===== src/core/nv_pkg.sv =====
// Shared constants for the byte-wide nonvolatile store and its controller
package nv_pkg;
  // ----------------------------------------------------------------
  // Timing
  // ----------------------------------------------------------------
  localparam int unsigned CLK_HZ             = 20_000_000;
  localparam int unsigned OSC_HZ             = 1_000_000;
  localparam int unsigned WRITE_OSC_CYCLES   = 8448;
  localparam int unsigned WRITE_CLK_CYCLES   = WRITE_OSC_CYCLES * (CLK_HZ / OSC_HZ);
  localparam int unsigned ARM_CYCLES         = 4;
  localparam int unsigned WRITE_STALL_CYCLES = 2;
  localparam int unsigned READ_STALL_CYCLES  = 4;
  // ----------------------------------------------------------------
  // Storage and device registers
  // ----------------------------------------------------------------
  localparam int unsigned NV_BYTES         = 512;
  localparam int unsigned ADDR_W           = 9;
  localparam logic [1:0]  OFS_ADDRESS_HIGH = 2'h0;
  localparam logic [1:0]  OFS_ADDRESS_LOW  = 2'h1;
  localparam logic [1:0]  OFS_DATA_BYTE    = 2'h2;
  localparam logic [1:0]  OFS_CONTROL      = 2'h3;
  localparam int unsigned BIT_READ_STROBE  = 0;
  localparam int unsigned BIT_WRITE_STROBE = 1;
  localparam int unsigned BIT_MASTER_ARM   = 2;
  localparam int unsigned BIT_IRQ_ENABLE   = 3;
  localparam logic [8:0]  ADDRESS_RESET    = 9'h000;
  localparam logic [7:0]  DATA_RESET       = 8'h00;
  // ----------------------------------------------------------------
  // Controller registers on the AXI4-Lite side
  // ----------------------------------------------------------------
  localparam logic [7:0]  REG_COMMAND      = 8'h00;
  localparam logic [7:0]  REG_ADDRESS      = 8'h04;
  localparam logic [7:0]  REG_WDATA        = 8'h08;
  localparam logic [7:0]  REG_STATUS       = 8'h0c;
  localparam logic [7:0]  REG_CONFIG       = 8'h10;
  localparam int unsigned CMD_WRITE        = 0;
  localparam int unsigned CMD_READ         = 1;
  localparam int unsigned ST_BUSY          = 0;
  localparam int unsigned ST_IRQ           = 1;
  localparam int unsigned ST_RDATA_LSB     = 8;
  localparam int unsigned CFG_GIE          = 0;
  localparam int unsigned CFG_FLASH_BUSY   = 1;
  localparam int unsigned CFG_IRQ_ENABLE   = 2;
  localparam logic [2:0]  CONFIG_RESET     = 3'h0;
  localparam logic [1:0]  RESP_OKAY        = 2'h0;
  localparam logic [1:0]  RESP_SLVERR      = 2'h2;
endpackage : nv_pkg


===== src/core/nv_if.sv =====
// Register port between the CPU-side controller and the nonvolatile store
`timescale 1ns/100ps
interface nv_if;
  logic [1:0] io_addr;
  logic [7:0] io_wdata;
  logic       io_we;
  logic       io_re;
  logic [7:0] io_rdata;
  logic       cpu_stall;
  logic       ready_irq;
  logic       global_irq_enable;
  logic       flash_store_enable;
  logic       osc_running;

  modport device (
    input  io_addr, io_wdata, io_we, io_re, global_irq_enable, flash_store_enable,
    output io_rdata, cpu_stall, ready_irq, osc_running
  );
  modport cpu (
    output io_addr, io_wdata, io_we, io_re, global_irq_enable, flash_store_enable,
    input  io_rdata, cpu_stall, ready_irq, osc_running
  );
endinterface : nv_if


===== src/core/nv_access_host.sv =====
// CPU-side controller: AXI4-Lite registers driving the nonvolatile store port
//
// Decided for this implementation: register access over AXI4-Lite and the register offsets.
`timescale 1ns/100ps
module nv_access_host
  import nv_pkg::*;
(
  input  wire logic        i_clock,
  input  wire logic        i_resetn,
  input  wire logic        i_enable,
  input  wire logic        i_awvalid,
  output logic             o_awready,
  input  wire logic [7:0]  i_awaddr,
  input  wire logic        i_wvalid,
  output logic             o_wready,
  input  wire logic [31:0] i_wdata,
  input  wire logic [3:0]  i_wstrb,
  output logic             o_bvalid,
  input  wire logic        i_bready,
  output logic [1:0]       o_bresp,
  input  wire logic        i_arvalid,
  output logic             o_arready,
  input  wire logic [7:0]  i_araddr,
  output logic             o_rvalid,
  input  wire logic        i_rready,
  output logic [31:0]      o_rdata,
  output logic [1:0]       o_rresp,
  nv_if.cpu                bus
);

  typedef enum logic [13:0] {
    S_IDLE  = 14'h0001, S_POLL  = 14'h0002, S_POLL2  = 14'h0004, S_CHECK = 14'h0008,
    S_ADDRH = 14'h0010, S_ADDRL = 14'h0020, S_DATA   = 14'h0040, S_ARM   = 14'h0080,
    S_STROB = 14'h0100, S_HOLD  = 14'h0200, S_WAIT   = 14'h0400, S_FETCH = 14'h0800,
    S_FETCH2 = 14'h1000, S_TAKE = 14'h2000
  } state_e;

  state_e      st_r, st_nxt;
  logic        is_rd_r, is_rd_nxt;
  logic [8:0]  addr_r, addr_nxt;
  logic [7:0]  wbyte_r, wbyte_nxt;
  logic [2:0]  cfg_r, cfg_nxt;
  logic [7:0]  rbyte_r, rbyte_nxt;
  logic [1:0]  ioa_r, ioa_nxt;
  logic [7:0]  iod_r, iod_nxt;
  logic        we_r, we_nxt, re_r, re_nxt, gie_r, gie_nxt, fl_r, fl_nxt;
  logic        aw_got_r, aw_got_nxt, w_got_r, w_got_nxt;
  logic [7:0]  awaddr_r, awaddr_nxt;
  logic [31:0] wdat_r, wdat_nxt, mask;
  logic        awready_nxt, wready_nxt, bvalid_nxt, arready_nxt, rvalid_nxt;
  logic [1:0]  bresp_nxt, rresp_nxt;
  logic [31:0] rdata_nxt, wd;
  logic        aw_hs, w_hs, ar_hs, do_wr;
  logic [3:0]  ws, wstrb_r, wstrb_nxt;
  logic [7:0]  wa;

  // ----------------------------------------------------------------
  // Bus slave and sequencer: next values
  // ----------------------------------------------------------------
  always_comb begin
    aw_hs  = i_awvalid && o_awready;
    w_hs   = i_wvalid && o_wready;
    ar_hs  = i_arvalid && o_arready;
    wa     = aw_hs ? i_awaddr : awaddr_r;
    // Strobes are kept with the data, since the address may be taken later
    ws     = w_hs ? i_wstrb : wstrb_r;
    mask   = {{8{ws[3]}}, {8{ws[2]}}, {8{ws[1]}}, {8{ws[0]}}};
    wd     = (w_hs ? i_wdata : wdat_r) & mask;
    do_wr  = (aw_got_r || aw_hs) && (w_got_r || w_hs);
    aw_got_nxt = (aw_got_r || aw_hs) && !do_wr;
    w_got_nxt  = (w_got_r || w_hs) && !do_wr;
    awaddr_nxt = wa;
    wdat_nxt   = w_hs ? i_wdata : wdat_r;
    wstrb_nxt  = ws;
    bvalid_nxt = do_wr || (o_bvalid && !i_bready);
    bresp_nxt  = o_bresp;
    awready_nxt = !aw_got_nxt && !bvalid_nxt;
    wready_nxt  = !w_got_nxt && !bvalid_nxt;
    rvalid_nxt  = ar_hs || (o_rvalid && !i_rready);
    arready_nxt = !rvalid_nxt;
    rdata_nxt   = o_rdata;
    rresp_nxt   = o_rresp;
    addr_nxt  = addr_r;
    wbyte_nxt = wbyte_r;
    cfg_nxt   = cfg_r;
    st_nxt    = st_r;
    is_rd_nxt = is_rd_r;
    rbyte_nxt = rbyte_r;
    ioa_nxt   = ioa_r;
    iod_nxt   = iod_r;
    we_nxt    = 1'b0;
    re_nxt    = 1'b0;
    if (do_wr) begin
      bresp_nxt = RESP_OKAY;
      unique case (wa)
        REG_COMMAND: begin
          // Commands arriving while busy are dropped
          if (st_r == S_IDLE && (wd[CMD_WRITE] || wd[CMD_READ])) begin
            is_rd_nxt = !wd[CMD_WRITE];
            st_nxt    = S_POLL;
          end
        end
        REG_ADDRESS: addr_nxt  = (wd[8:0] & mask[8:0]) | (addr_r & ~mask[8:0]);
        REG_WDATA:   wbyte_nxt = (wd[7:0] & mask[7:0]) | (wbyte_r & ~mask[7:0]);
        REG_CONFIG:  cfg_nxt   = (wd[2:0] & mask[2:0]) | (cfg_r & ~mask[2:0]);
        REG_STATUS:  ;
        default:     bresp_nxt = RESP_SLVERR;
      endcase
    end
    if (ar_hs) begin
      rresp_nxt = RESP_OKAY;
      unique case (i_araddr)
        REG_ADDRESS: rdata_nxt = {23'h0, addr_r};
        REG_WDATA:   rdata_nxt = {24'h0, wbyte_r};
        REG_CONFIG:  rdata_nxt = {29'h0, cfg_r};
        REG_STATUS:  rdata_nxt = {16'h0, rbyte_r, 6'h0, bus.ready_irq, st_r != S_IDLE};
        REG_COMMAND: rdata_nxt = 32'h0;
        default: begin
          rdata_nxt = 32'h0;
          rresp_nxt = RESP_SLVERR;
        end
      endcase
    end
    unique case (st_r)
      S_IDLE: ;
      S_POLL: begin
        ioa_nxt = OFS_CONTROL;
        re_nxt  = 1'b1;
        st_nxt  = S_POLL2;
      end
      S_POLL2: st_nxt = S_CHECK;
      S_CHECK: begin
        // Wait out a running write, and flash programming before a write
        if (bus.io_rdata[BIT_WRITE_STROBE] || (!is_rd_r && cfg_r[CFG_FLASH_BUSY])) begin
          st_nxt = S_POLL;
        end else begin
          st_nxt = S_ADDRH;
        end
      end
      S_ADDRH: begin
        ioa_nxt = OFS_ADDRESS_HIGH;
        iod_nxt = {7'h00, addr_r[8]};
        we_nxt  = 1'b1;
        st_nxt  = S_ADDRL;
      end
      S_ADDRL: begin
        ioa_nxt = OFS_ADDRESS_LOW;
        iod_nxt = addr_r[7:0];
        we_nxt  = 1'b1;
        st_nxt  = is_rd_r ? S_STROB : S_DATA;
      end
      S_DATA: begin
        ioa_nxt = OFS_DATA_BYTE;
        iod_nxt = wbyte_r;
        we_nxt  = 1'b1;
        st_nxt  = S_ARM;
      end
      S_ARM: begin
        ioa_nxt = OFS_CONTROL;
        iod_nxt = 8'(1 << BIT_MASTER_ARM);
        iod_nxt[BIT_IRQ_ENABLE] = cfg_r[CFG_IRQ_ENABLE];
        we_nxt  = 1'b1;
        st_nxt  = S_STROB;
      end
      S_STROB: begin
        // Strobe follows the arm write by one cycle, inside its window
        ioa_nxt = OFS_CONTROL;
        iod_nxt = is_rd_r ? 8'(1 << BIT_READ_STROBE) : 8'(1 << BIT_WRITE_STROBE);
        iod_nxt[BIT_IRQ_ENABLE] = cfg_r[CFG_IRQ_ENABLE];
        we_nxt  = 1'b1;
        st_nxt  = S_HOLD;
      end
      S_HOLD: st_nxt = S_WAIT;
      S_WAIT: begin
        if (!bus.cpu_stall) begin
          st_nxt = is_rd_r ? S_FETCH : S_IDLE;
        end
      end
      S_FETCH: begin
        ioa_nxt = OFS_DATA_BYTE;
        re_nxt  = 1'b1;
        st_nxt  = S_FETCH2;
      end
      S_FETCH2: st_nxt = S_TAKE;
      S_TAKE: begin
        rbyte_nxt = bus.io_rdata;
        st_nxt    = S_IDLE;
      end
    endcase
    // Interrupts masked for the whole sequence so the arm cannot time out
    gie_nxt = cfg_r[CFG_GIE] && (st_nxt == S_IDLE);
    fl_nxt  = cfg_r[CFG_FLASH_BUSY];
  end

  // ----------------------------------------------------------------
  // Storage
  // ----------------------------------------------------------------
  always_ff @(posedge i_clock) begin
    if (!i_resetn) begin
      st_r <= S_IDLE;   is_rd_r <= 1'b0;  addr_r <= ADDRESS_RESET;  wbyte_r <= DATA_RESET;
      cfg_r <= CONFIG_RESET;  rbyte_r <= 8'h00;  ioa_r <= OFS_ADDRESS_HIGH;  iod_r <= 8'h00;
      we_r <= 1'b0;  re_r <= 1'b0;  gie_r <= 1'b0;  fl_r <= 1'b0;
      aw_got_r <= 1'b0;  w_got_r <= 1'b0;  awaddr_r <= 8'h00;  wdat_r <= 32'h0;
      wstrb_r <= 4'h0;
      o_awready <= 1'b0;  o_wready <= 1'b0;  o_bvalid <= 1'b0;  o_bresp <= RESP_OKAY;
      o_arready <= 1'b0;  o_rvalid <= 1'b0;  o_rdata <= 32'h0;  o_rresp <= RESP_OKAY;
    end else if (i_enable) begin
      st_r <= st_nxt;   is_rd_r <= is_rd_nxt;  addr_r <= addr_nxt;  wbyte_r <= wbyte_nxt;
      cfg_r <= cfg_nxt;  rbyte_r <= rbyte_nxt;  ioa_r <= ioa_nxt;  iod_r <= iod_nxt;
      we_r <= we_nxt;  re_r <= re_nxt;  gie_r <= gie_nxt;  fl_r <= fl_nxt;
      aw_got_r <= aw_got_nxt;  w_got_r <= w_got_nxt;  awaddr_r <= awaddr_nxt;
      wdat_r <= wdat_nxt;
      wstrb_r <= wstrb_nxt;
      o_awready <= awready_nxt;  o_wready <= wready_nxt;  o_bvalid <= bvalid_nxt;
      o_bresp <= bresp_nxt;  o_arready <= arready_nxt;  o_rvalid <= rvalid_nxt;
      o_rdata <= rdata_nxt;  o_rresp <= rresp_nxt;
    end
  end

  assign bus.io_addr            = ioa_r;
  assign bus.io_wdata           = iod_r;
  assign bus.io_we              = we_r;
  assign bus.io_re              = re_r;
  assign bus.global_irq_enable  = gie_r;
  assign bus.flash_store_enable = fl_r;

endmodule : nv_access_host


===== src/flat_wrapper.sv =====
// flat-port wrapper written by rule: the top's interface ports become plain ports
module nv_access_host_flat import nv_pkg::*;
  (i_clock, i_resetn, i_enable, i_awvalid, o_awready, i_awaddr, i_wvalid, o_wready, i_wdata, i_wstrb, o_bvalid, i_bready, o_bresp, i_arvalid, o_arready, i_araddr, o_rvalid, i_rready, o_rdata, o_rresp, bus_io_addr, bus_io_wdata, bus_io_we, bus_io_re, bus_global_irq_enable, bus_flash_store_enable, bus_io_rdata, bus_cpu_stall, bus_ready_irq, bus_osc_running);
  nv_if bus_i ();
  input  wire logic i_clock;
  input  wire logic i_resetn;
  input  wire logic i_enable;
  input  wire logic i_awvalid;
  output logic o_awready;
  input  wire logic [7:0] i_awaddr;
  input  wire logic i_wvalid;
  output logic o_wready;
  input  wire logic [31:0] i_wdata;
  input  wire logic [3:0] i_wstrb;
  output logic o_bvalid;
  input  wire logic i_bready;
  output logic [1:0] o_bresp;
  input  wire logic i_arvalid;
  output logic o_arready;
  input  wire logic [7:0] i_araddr;
  output logic o_rvalid;
  input  wire logic i_rready;
  output logic [31:0] o_rdata;
  output logic [1:0] o_rresp;
  output wire logic [$bits(bus_i.io_addr)-1:0] bus_io_addr;
  output wire logic [$bits(bus_i.io_wdata)-1:0] bus_io_wdata;
  output wire logic [$bits(bus_i.io_we)-1:0] bus_io_we;
  output wire logic [$bits(bus_i.io_re)-1:0] bus_io_re;
  output wire logic [$bits(bus_i.global_irq_enable)-1:0] bus_global_irq_enable;
  output wire logic [$bits(bus_i.flash_store_enable)-1:0] bus_flash_store_enable;
  input wire logic [$bits(bus_i.io_rdata)-1:0] bus_io_rdata;
  input wire logic [$bits(bus_i.cpu_stall)-1:0] bus_cpu_stall;
  input wire logic [$bits(bus_i.ready_irq)-1:0] bus_ready_irq;
  input wire logic [$bits(bus_i.osc_running)-1:0] bus_osc_running;
  assign bus_io_addr = bus_i.io_addr;
  assign bus_io_wdata = bus_i.io_wdata;
  assign bus_io_we = bus_i.io_we;
  assign bus_io_re = bus_i.io_re;
  assign bus_global_irq_enable = bus_i.global_irq_enable;
  assign bus_flash_store_enable = bus_i.flash_store_enable;
  assign bus_i.io_rdata = bus_io_rdata;
  assign bus_i.cpu_stall = bus_cpu_stall;
  assign bus_i.ready_irq = bus_ready_irq;
  assign bus_i.osc_running = bus_osc_running;
  nv_access_host u_core (.i_clock(i_clock), .i_resetn(i_resetn), .i_enable(i_enable), .i_awvalid(i_awvalid), .o_awready(o_awready), .i_awaddr(i_awaddr), .i_wvalid(i_wvalid), .o_wready(o_wready), .i_wdata(i_wdata), .i_wstrb(i_wstrb), .o_bvalid(o_bvalid), .i_bready(i_bready), .o_bresp(o_bresp), .i_arvalid(i_arvalid), .o_arready(o_arready), .i_araddr(i_araddr), .o_rvalid(o_rvalid), .i_rready(i_rready), .o_rdata(o_rdata), .o_rresp(o_rresp), .bus(bus_i));
endmodule

===== config.mk =====
export PLATFORM = sky130hd
export DESIGN_NAME = nv_access_host_flat
export DESIGN_NICKNAME = d
export VERILOG_FILES = /design/src/core/nv_pkg.sv /design/src/core/nv_if.sv /design/src/core/nv_access_host.sv /design/src/flat_wrapper.sv
export SDC_FILE = /design/constraint.sdc
export NUM_CORES = 1
export LEC_CHECK = 0
export ABC_AREA = 1
export BUFFER_PORTS_ARGS = -buffer_cell sky130_fd_sc_hd__buf_2
export CORE_UTILIZATION = 40
export CTS_CLUSTER_DIAMETER = 80
export DETAILED_ROUTE_END_ITERATION = 6
export SLEW_MARGIN = 20
export SYNTH_ARGS = -nofsm -noshare
export SYNTH_HDL_FRONTEND = slang
export SYNTH_SLANG_ARGS = --single-unit

===== constraint.sdc =====
create_clock -name i_clock -period 4.5 [get_ports i_clock]
set_input_delay 0.45 -clock i_clock [delete_from_list [all_inputs] [get_ports i_clock]]
set_output_delay 0.45 -clock i_clock [all_outputs]
set_load 0.01 [all_outputs]

==> metrics, run 1 <==
Nets=882; startpoint class of the critical path=flop; die area=approximately 13000 um2; cell row count=40; cts hold-fix bufs=0; Avg Cell Area, Syn=6.78 um2; final max-slew violation count=0; fin worst setup slack=between 1.5 and 2 ns; RR Startpoint=u_core.o_wready$_SDFFE_PN0P_; Clock Tree Root=clkbuf_16; number of diodes=0; Worst Hold Path Cells=3; Peak VDD IR=0.196 mV; Reg2Reg Setup Slack=about 2.0 ns; Placer Congestion=between 0.8 and 0.9; multiplexer share of the synthesized area=0; simple-gate share of the synthesized area=0.235; Finished Cell Area=~5800 um2; WP data arrival=approximately 2.7 ns; initial antenna violation count=0; crit path time final=approximately 2.5 ns; min-delay src=bus_io_rdata[4]; Tightest Pin Transition=1.02 ns; Worst Setup End Kind=flop; Cell variety after synth=39; Placement Setup Slack=roughly 1.8 ns; max_cap viols=0; max frequency=0.396 GHz; share of layout cells above drive strength 1=0.167; Die X=approximately 110 um; dpl cell area=around 5500 um2; wire length of the first global-routing pass=20.9 mm; Post-route DRC=0; Pre-antenna DRT Iters=5; setup TNS=0 ns; Initial Utilization=0.415; Worst Reg2Reg Path Length in Cells=7; Post-Syn Area=between 5000 and 6000 um2; unrepaired setup endpoints after global routing=no; compound-cell area share of the yosys netlist=0.226; CTS Buffer Depth=2; DP HPWL=slightly above 9 mm; antenna-violating nets left=0; outcome=completed; XOR/XNOR Fraction of Synth Area=0; core area=~12000 um2; Final Cycle Share=0.561; Worst-path clk slew=around 0.070 ns; CTS buffer count=9; register area share after synthesis=0.401; CP max FO=22; Vias/cell=approximately 4.9; IO buf count=81; # IOs=between 100 and 150; Synth warnings=0; total grt overflow=0; largest net degree at the start of global routing=53; clk_lat worst skew=0.34 ns; Worst slew margin=0.316; setup violators final=0; Power, Total=just under 0.002 W; Clock Skew=0.00641 ns; critical setup path kind=flop to flop; setup repair bufs after CTS=0; Hold EP=u_core.rbyte_r[4]$_SDFFE_PN0P_; commonest non-fill, non-tap cell in the layout=nand2_1; Avg WL per Cell=12.9 um; Req. time, crit path=roughly 4.7 ns; most frequent cells in the layout=nand2_1 (135), inv_1 (112), dfxtp_1 (101); Syn-to-layout area delta=15.1%; die height=~110 um; 1st-iter DRT viols=270; routed wire length=between 10 and 15 mm; clk sinks=approximately 100; Leak=between 2 and 3 nW; via count=4798; TritonCTS clock tree=yes; number of H-tree levels=3; flops & latches, synth=101; Fin. Hold Viols=0; Syn Inst Count=between 700 and 800; total track usage=0.204; largest family of logic cells by synthesized area=simple AND/OR/NAND/NOR gates; cts repair resizes=0; vias in the first global route=~4400; Power Density=about 340 nW/um2; min-delay worst type=input port to flop; Synth Area in Adders=0
where the power goes:
part,internal (W),switching (W),leakage (nW)
Clock,0.000460,0.000327,0.149
Combinational,0.0000757,0.000164,1.77
Sequential,0.000923,0.0000170,0.823
Total,0.00146,0.000508,2.74
cell type report:
class | instances | area [um2]
Fill cell | 1273 | 6360
Multi-Input combinational cell | 496 | 2390
Sequential cell | 101 | 2020
Inverter | 118 | 443
Timing Repair Buffer | 85 | 435
Clock buffer | 12 | 256
Tap cell | 168 | 210
Clock inverter | 3 | 43.8
per-layer routing:
metal,global-route usage,part of all wire,wire length [um]
met3,0.0318,0.048,606
met1,0.277,0.49,6210
met5,0,0,0
met2,0.326,0.45,5710
met4,0.0788,0.013,169
cells by family after synthesis:
logic type	Yosys count
other cells	1
buf+inv	164
simple gates	264
flops	101
compound gates	214
metrics by stage:
step / util / cells / hold slack (ns)
4_1_cts: 0.477 / 983 / 0.393
3_5_place_dp: 0.453 / 968 / 0.438
6_report: 0.477 / 983 / 0.396
5_1_grt: 0.477 / 983 / 0.409
2_1_floorplan: - / 761 / 0.424
3_3_place_gp: 0.453 / 968 / 0.434
critical path, stage by stage (launching register included):
cell     delay [ns]
dfxtp_1        0.37
nand2_1        0.40
nand2_1        0.27
nand2_1        0.13
nor2_1         0.19
nand4_1        0.56
o21ai_0        0.40
a21oi_1        0.06
Yosys cell counts, drive strengths merged:
cell      n  share of area
or2       1         0.0012
buf      24          0.033
nand4     7         0.0087
nand3b    1         0.0015
clkbuf   22          0.016
o21bai    1         0.0015
a221oi    4         0.0069
conb      1        0.00074
a21oi    96          0.096
a31oi     2         0.0025
nand3    18          0.020
nor4      4         0.0062
o22ai     8         0.0099
o211ai    5         0.0074
nor3      3         0.0040
nor2     80          0.071
nand2   150           0.12
dfxtp   101           0.40
inv     116          0.086
a211oi    2         0.0030
clkinv    2         0.0015
o21a      1         0.0015
o31ai     1         0.0015
o221ai    4         0.0069
o21ai    90          0.089
worst max path at each step:
stage                end                    startpoint  slack (ns)
detailed placement  flop                      i_wvalid        1.81
global placement    flop                      i_wvalid        1.83
finish              flop  u_core.o_wready$_SDFFE_PN0P_        1.97
floorplan           flop                     i_awvalid        2.67
global route        flop  u_core.o_wready$_SDFFE_PN0P_        1.56
CTS                 flop  u_core.o_wready$_SDFFE_PN0P_        1.98
Note: power is estimated with default switching activity, not from simulation.
==> run 2: changes to the inputs <==
==> constraint.sdc (replaced) <==
create_clock -name i_clock -period 2.4 [get_ports i_clock]
set_input_delay 0.24 -clock i_clock [delete_from_list [all_inputs] [get_ports i_clock]]
set_output_delay 0.24 -clock i_clock [all_outputs]
set_load 0.01 [all_outputs]
==> metrics, run 2 (synthesized netlist as in run 1, its figures left out) <==
cell row count=40 (unchanged); Req. time, crit path=2.68 ns (was 4.71 ns); Pre-antenna DRT Iters=5 (unchanged); Die X=114 um (unchanged); Worst R2R End=u_core.bus.global_irq_enable$_SDFFE_PN0P_; outcome=completed (unchanged); routed wire length=13.1 mm (was 12.7 mm); Initial Utilization=0.415 (unchanged); Placement Setup Slack=0.291 ns (was 1.81 ns); # IOs=126 (unchanged); Reg2Reg Setup Slack=0.30 ns (was 1.97 ns); Cell Chain, Critical Path=nor2_1, nand2_2, nor2_4, buf_4, nand2_4, nand2_2, nor2_2, nand2_2, nor2_4, nand2_1, nand2_1, nor2_1, nand2_1, nor2_1, nand2_1, a21oi_2 (was nand2_1, nand2_1, nand2_1, nor2_1, nand4_1, o21ai_0, a21oi_1); clk sinks=101 (unchanged); setup repair bufs after CTS=0 (unchanged); Worst slew margin=0.587 (was 0.316); highest routing layer actually used=met4 (unchanged); RR Startpoint=u_core.st_r[8]$_SDFFE_PN0P_ (was u_core.o_wready$_SDFFE_PN0P_); Leak=2.81 nW (was 2.74 nW); Levels on crit path=16 (was 7); Worst-path clk slew=0.07 ns (about the same); core area=12200 um2 (unchanged); vias in the first global route=4430 (was 4396); Power Density=665 nW/um2 (was 339 nW/um2); Power, Total=0.00395 W (was 0.00197 W); setup violators final=0 (unchanged); Clock Tree Root=clkbuf_16 (unchanged); wire length of the first global-routing pass=21.2 mm (was 20.9 mm); crit path max-delay cell type=dfxtp_1 (was nand4_1); Placer Congestion=0.848 (was 0.855); Final Cycle Share=0.876 (was 0.561); clk_lat worst skew=0.35 ns (was 0.34 ns); Vias/cell=4.91 (was 4.88); Nets=893 (was 882); CTS buffer count=9 (unchanged); Peak VDD IR=0.283 mV (was 0.196 mV); Crit. Startpoint=u_core.st_r[8]$_SDFFE_PN0P_ (was u_core.o_wready$_SDFFE_PN0P_); total track usage=0.208 (was 0.204); number of H-tree levels=3 (unchanged); cts repair resizes=0 (unchanged); startpoint class of the critical path=flop (unchanged); end of the critical path=u_core.bus.global_irq_enable$_SDFFE_PN0P_; length of routed wiring on met1=6.30 mm (was 6.21 mm); WP data arrival=2.38 ns (was 2.73 ns); met3 routed WL=492 um (was 606 um); CP max FO=9 (was 22); final core utilization=0.488 (was 0.477); IO buf count=81 (unchanged); max frequency=0.476 GHz (was 0.396 GHz); most frequent cells in the layout=nand2_1 (135), inv_1 (112), dfxtp_1 (101) (unchanged); setup TNS=0 ns (unchanged); commonest non-fill, non-tap cell in the layout=nand2_1 (unchanged); max_cap viols=0 (unchanged); critical setup path kind=flop to flop (unchanged); final max-slew violation count=0 (unchanged); delay-heaviest family, CP=simple AND/OR/NAND/NOR gates (unchanged); largest net degree at the start of global routing=68 (was 53); Slowest Stage Delay on Critical Path=0.34 ns (was 0.56 ns); CTS Buffer Depth=2 (unchanged); Worst Setup End Kind=flop (unchanged); total grt overflow=0 (unchanged); Tightest Pin Transition=0.620 ns (was 1.02 ns); antenna-violating nets left=0 (unchanged); DP HPWL=9.48 mm (was 9.09 mm); fillers=1242 (was 1273); fin worst setup slack=0.298 ns (was 1.97 ns); Worst Path Buf+Inv=1 (was 0); share of layout cells above drive strength 1=0.180 (was 0.167); Worst Reg2Reg Path Length in Cells=16 (was 7); Syn-to-layout area delta=17.8% (was 15.1%); die height=114 um (unchanged); number of diodes=0 (unchanged); Avg WL per Cell=13.2 um (was 12.9 um); Post-route DRC=0 (unchanged); metal2 WL=6.10 mm (was 5.71 mm); TritonCTS clock tree=yes (unchanged); min-delay worst type=input port to flop (unchanged); cts hold-fix bufs=0 (unchanged); Storage cell area=2020 um2 (unchanged); via count=4886 (was 4798); unrepaired setup endpoints after global routing=no (unchanged); Clock Skew=0.00670 ns (was 0.00641 ns); initial antenna violation count=0 (unchanged); Fin. Hold Viols=0 (unchanged); die area=13100 um2 (unchanged); 1st-iter DRT viols=322 (was 270); most frequent CP cell=nand2_1 (unchanged); multi-input logic area=2390 um2 (unchanged); crit path time final=2.10 ns (was 2.53 ns)
## run 2: worst min-delay path by stage
stage / from / slack, ns / end / cells past startpoint
final: bus_io_rdata[0] / 0.18 / u_core.rbyte_r[0]$_SDFFE_PN0P_ / 3
after floorplan: u_core.rbyte_r[7]$_SDFFE_PN0P_ / 0.42 / u_core.rbyte_r[7]$_SDFFE_PN0P_ / 2
after global placement: u_core.rbyte_r[2]$_SDFFE_PN0P_ / 0.43 / u_core.rbyte_r[2]$_SDFFE_PN0P_ / 2
after detailed placement: u_core.rbyte_r[3]$_SDFFE_PN0P_ / 0.44 / u_core.rbyte_r[3]$_SDFFE_PN0P_ / 2
after CTS: bus_io_rdata[3] / 0.17 / u_core.rbyte_r[3]$_SDFFE_PN0P_ / 3
after global routing: bus_io_rdata[0] / 0.19 / u_core.rbyte_r[0]$_SDFFE_PN0P_ / 3
## run 2: final cells by class
class,count,area share
clock buffer,9,0.0379
clock inverter,7,0.0217
inverter,118,0.0746
multi-input combinational,496,0.403
sequential,101,0.340
tap,168,0.0354
timing repair buffer,96,0.0872
## run 2: metal layers
metal	global-route usage	up-vias
li1	-	2533
met1	0.277	2224
met2	0.336	112
met3	0.0318	17
met4	0.0857	0
met5	0	-
## run 2: where the power goes
part / leakage, nW / internal (W) / total [W] / switching [W]
Clock: 0.170 / 0.00104 / 0.00173 / 0.000689
Combinational: 1.82 / 0.000151 / 0.000463 / 0.000312
Sequential: 0.823 / 0.00173 / 0.00176 / 0.0000319
## run 2: through the flow
stage	instances	area, um2	hold WS, ns
after floorplan	761	5110	0.424
after detailed placement	979	5590	0.436
after CTS	995	5940	0.172
final	995	5940	0.181
after global placement	979	5590	0.432
after global routing	995	5940	0.189
## run 2: worst reg2reg max path, delay by kind of cell, from the launching register on
| kind | cells | cell delay [ns] |
|---|---|---|
| AND/OR/NAND/NOR | 14 | 1.37 |
| AO/OA/AOI/OAI | 1 | 0.11 |
| flip-flops | 1 | 0.34 |
| buffers and inverters | 1 | 0.20 |
==> run 3: changes to the inputs <==
--- a/config.mk
+++ b/config.mk
@@ -8,8 +8,10 @@
 export ABC_AREA = 1
 export BUFFER_PORTS_ARGS = -buffer_cell sky130_fd_sc_hd__buf_2
 export CORE_UTILIZATION = 40
+export CTS_BUF_LIST = sky130_fd_sc_hd__clkbuf_16
 export CTS_CLUSTER_DIAMETER = 80
 export DETAILED_ROUTE_END_ITERATION = 6
+export RECOVER_POWER = 25
 export SLEW_MARGIN = 20
 export SYNTH_ARGS = -nofsm -noshare
 export SYNTH_HDL_FRONTEND = slang
==> constraint.sdc (replaced) <==
create_clock -name i_clock -period 2.3 [get_ports i_clock]
set_input_delay 0.23 -clock i_clock [delete_from_list [all_inputs] [get_ports i_clock]]
set_output_delay 0.23 -clock i_clock [all_outputs]
set_load 0.01 [all_outputs]
==> metrics, run 3 (synthesized netlist as in run 1, its figures left out) <==
routed wire length=12.7 mm (was 13.1 mm); crit path max-delay cell type=dfxtp_1 (unchanged); Slowest Stage Delay on Critical Path=0.39 ns (was 0.34 ns); most used routing layer=met2 (unchanged); RR Startpoint=u_core.st_r[10]$_SDFFE_PN0P_ (was u_core.st_r[8]$_SDFFE_PN0P_); core area=12200 um2 (unchanged); total grt overflow=0 (unchanged); largest net degree at the start of global routing=68 (unchanged); # IOs=126 (unchanged); Worst-path clk slew=0.07 ns (about the same); most frequent cells in the layout=nand2_1 (135), inv_1 (112), dfxtp_1 (101) (unchanged); antenna-violating nets left=0 (unchanged); Cell Chain, Critical Path=nor2_1, nand2_2, nor2_4, buf_4, nand2_1, nand2_1, nor2_2, nand2_2, nor2_4, nand2_1, nand3_1, nor2_1, nand2_1, nor2_1, nand2_1, a21oi_2 (was nor2_1, nand2_2, nor2_4, buf_4, nand2_4, nand2_2, nor2_2, nand2_2, nor2_4, nand2_1, nand2_1, nor2_1, nand2_1, nor2_1, nand2_1, a21oi_2); max_cap viols=0 (unchanged); Worst Setup End Kind=flop (unchanged); fillers=1275 (was 1242); number of H-tree levels=3 (unchanged); die area=13100 um2 (unchanged); clk sinks=101 (unchanged); Fin. Hold Viols=0 (unchanged); final std cells w/o fill=997 (was 995); Pre-antenna DRT Iters=5 (unchanged); Tightest Pin Transition=0.886 ns (was 0.620 ns); Levels on crit path=16 (unchanged); Hold EP=u_core.rbyte_r[5]$_SDFFE_PN0P_ (was u_core.rbyte_r[0]$_SDFFE_PN0P_); Initial Utilization=0.415 (unchanged); min-delay src=bus_io_rdata[5] (was bus_io_rdata[0]); WP data arrival=2.26 ns (was 2.38 ns); Post-Place Cells=979 (unchanged); share of layout cells above drive strength 1=0.144 (was 0.180); met2 GRT Util=0.324 (was 0.336); Worst Reg2Reg Path Length in Cells=16 (unchanged); Worst Path Buf+Inv=1 (unchanged); most frequent CP cell=nand2_1 (unchanged); clk_lat worst skew=0.35 ns (about the same); critical setup path kind=flop to flop (unchanged); cts hold-fix bufs=0 (unchanged); Leak=2.64 nW (was 2.81 nW); die height=114 um (unchanged); Final Cycle Share=0.880 (was 0.876); delay-heaviest family, CP=simple AND/OR/NAND/NOR gates (unchanged); Clock Skew=0.00586 ns (was 0.00670 ns); CTS Buffer Depth=2 (unchanged); CTS buffer count=9 (unchanged); commonest non-fill, non-tap cell in the layout=nand2_1 (unchanged); crit path time final=2.02 ns (was 2.10 ns); cell row count=40 (unchanged); Peak VDD IR=0.309 mV (was 0.283 mV); wire length of the first global-routing pass=21.5 mm (was 21.2 mm); Reg2Reg Setup Slack=0.28 ns (was 0.30 ns); 1st-iter DRT viols=247 (was 322); Vias/cell=4.94 (was 4.91); Worst R2R End=u_core.bus.global_irq_enable$_SDFFE_PN0P_ (unchanged); Worst Hold Path Cells=3 (unchanged); met3 GRT Util=0.0439 (was 0.0318); unrepaired setup endpoints after global routing=no (unchanged); Die X=114 um (unchanged); vias in the first global route=4615 (was 4430); startpoint class of the critical path=flop (unchanged); IO buf count=81 (unchanged); Syn-to-layout area delta=15.9% (was 17.8%); max frequency=0.494 GHz (was 0.476 GHz); Clock Tree Root=clkbuf_16 (unchanged); initial antenna violation count=0 (unchanged); Nets=895 (was 893); Worst slew margin=0.409 (was 0.587); min-delay worst type=input port to flop (unchanged); Req. time, crit path=2.54 ns (was 2.68 ns); final max-slew violation count=0 (unchanged); GR Util met1=0.281 (was 0.277); via count=4929 (was 4886); Storage cell area=2020 um2 (unchanged); outcome=completed (unchanged); CP max FO=6 (was 9); total track usage=0.208 (about the same); TritonCTS clock tree=yes (unchanged); setup violators final=0 (unchanged); setup TNS=0 ns (unchanged); number of diodes=0 (unchanged); multi-input logic area=2390 um2 (unchanged); DP HPWL=9.34 mm (was 9.48 mm); Post-route DRC=0 (unchanged); Power Density=640 nW/um2 (was 665 nW/um2); Placer Congestion=0.879 (was 0.848); Avg WL per Cell=12.8 um (was 13.2 um)
## run 3: cell types whose count changed in the layout (fill, tap and decap cells not counted)
| cell | delta |
|---|---|
| inv_8 | -2 |
| clkinv_2 | +2 |
| buf_12 | +1 |
| bufinv_16 | -3 |
| clkbuf_2 | +1 |
| clkbuf_1 | +32 |
| inv_6 | +1 |
| buf_2 | -32 |
| clkinvlp_4 | +2 |
## run 3: timing repair
item | CTS | global route
setup endpoints to repair | 0 | 1
endpoints found under the hold margin | 0 | 0
gates resized for setup | 0 | 0
buffers inserted | 0 | 2
## run 3: through the flow
stage / utilization / hold WS (ns) / cell area [um2] / setup slack (ns) / total power [W]
6_report: 0.481 / 0.165 / 5850 / 0.277 / 0.00374
5_1_grt: 0.481 / 0.176 / 5850 / 0.0446 / 0.00394
4_1_cts: 0.483 / 0.159 / 5870 / 0.166 / 0.00377
3_5_place_dp: 0.460 / 0.437 / 5600 / 0.192 / 0.00235
3_3_place_gp: 0.460 / 0.432 / 5600 / 0.233 / 0.00234
2_1_floorplan: - / 0.418 / 5110 / 0.565 / 0.00223
## run 3: worst max-delay path by stage
stage                                             start                                        end  slack, ns
after floorplan           u_core.o_awready$_SDFFE_PN0P_                                       flop       0.57
after global placement      u_core.st_r[8]$_SDFFE_PN0P_  u_core.bus.global_irq_enable$_SDFFE_PN0P_       0.23
after detailed placement   u_core.st_r[10]$_SDFFE_PN0P_  u_core.bus.global_irq_enable$_SDFFE_PN0P_       0.19
after CTS                  u_core.st_r[10]$_SDFFE_PN0P_  u_core.bus.global_irq_enable$_SDFFE_PN0P_       0.17
after global routing        u_core.st_r[8]$_SDFFE_PN0P_  u_core.bus.global_irq_enable$_SDFFE_PN0P_       0.04
final                      u_core.st_r[10]$_SDFFE_PN0P_  u_core.bus.global_irq_enable$_SDFFE_PN0P_       0.28
## run 3: final cells by class
type	count	area share
Inverter	118	0.0758
Clock inverter	7	0.00856
Sequential cell	101	0.346
Timing Repair Buffer	98	0.0860
Multi-Input combinational cell	496	0.409
Clock buffer	9	0.0385
Tap cell	168	0.0360
## run 3: where the power goes
group,internal [W],switching (W),leakage [nW]
clock,0.000735,0.000684,0.128
sequential,0.00180,0.0000335,0.823
combinational,0.000158,0.000327,1.69
total,0.00270,0.00104,2.64
## run 3: tightest hold or removal path, delay by kind of cell
| family | cells | cell delay (ns) |
|---|---|---|
| buffers and inverters | 1 | 0.08 |
| AO/OA/AOI/OAI | 2 | 0.17 |
## run 3: layer usage
layer,vias up,wire (um)
met5,-,0
met4,0,304
met3,22,553
met2,125,5670
met1,2237,6200
li1,2545,-
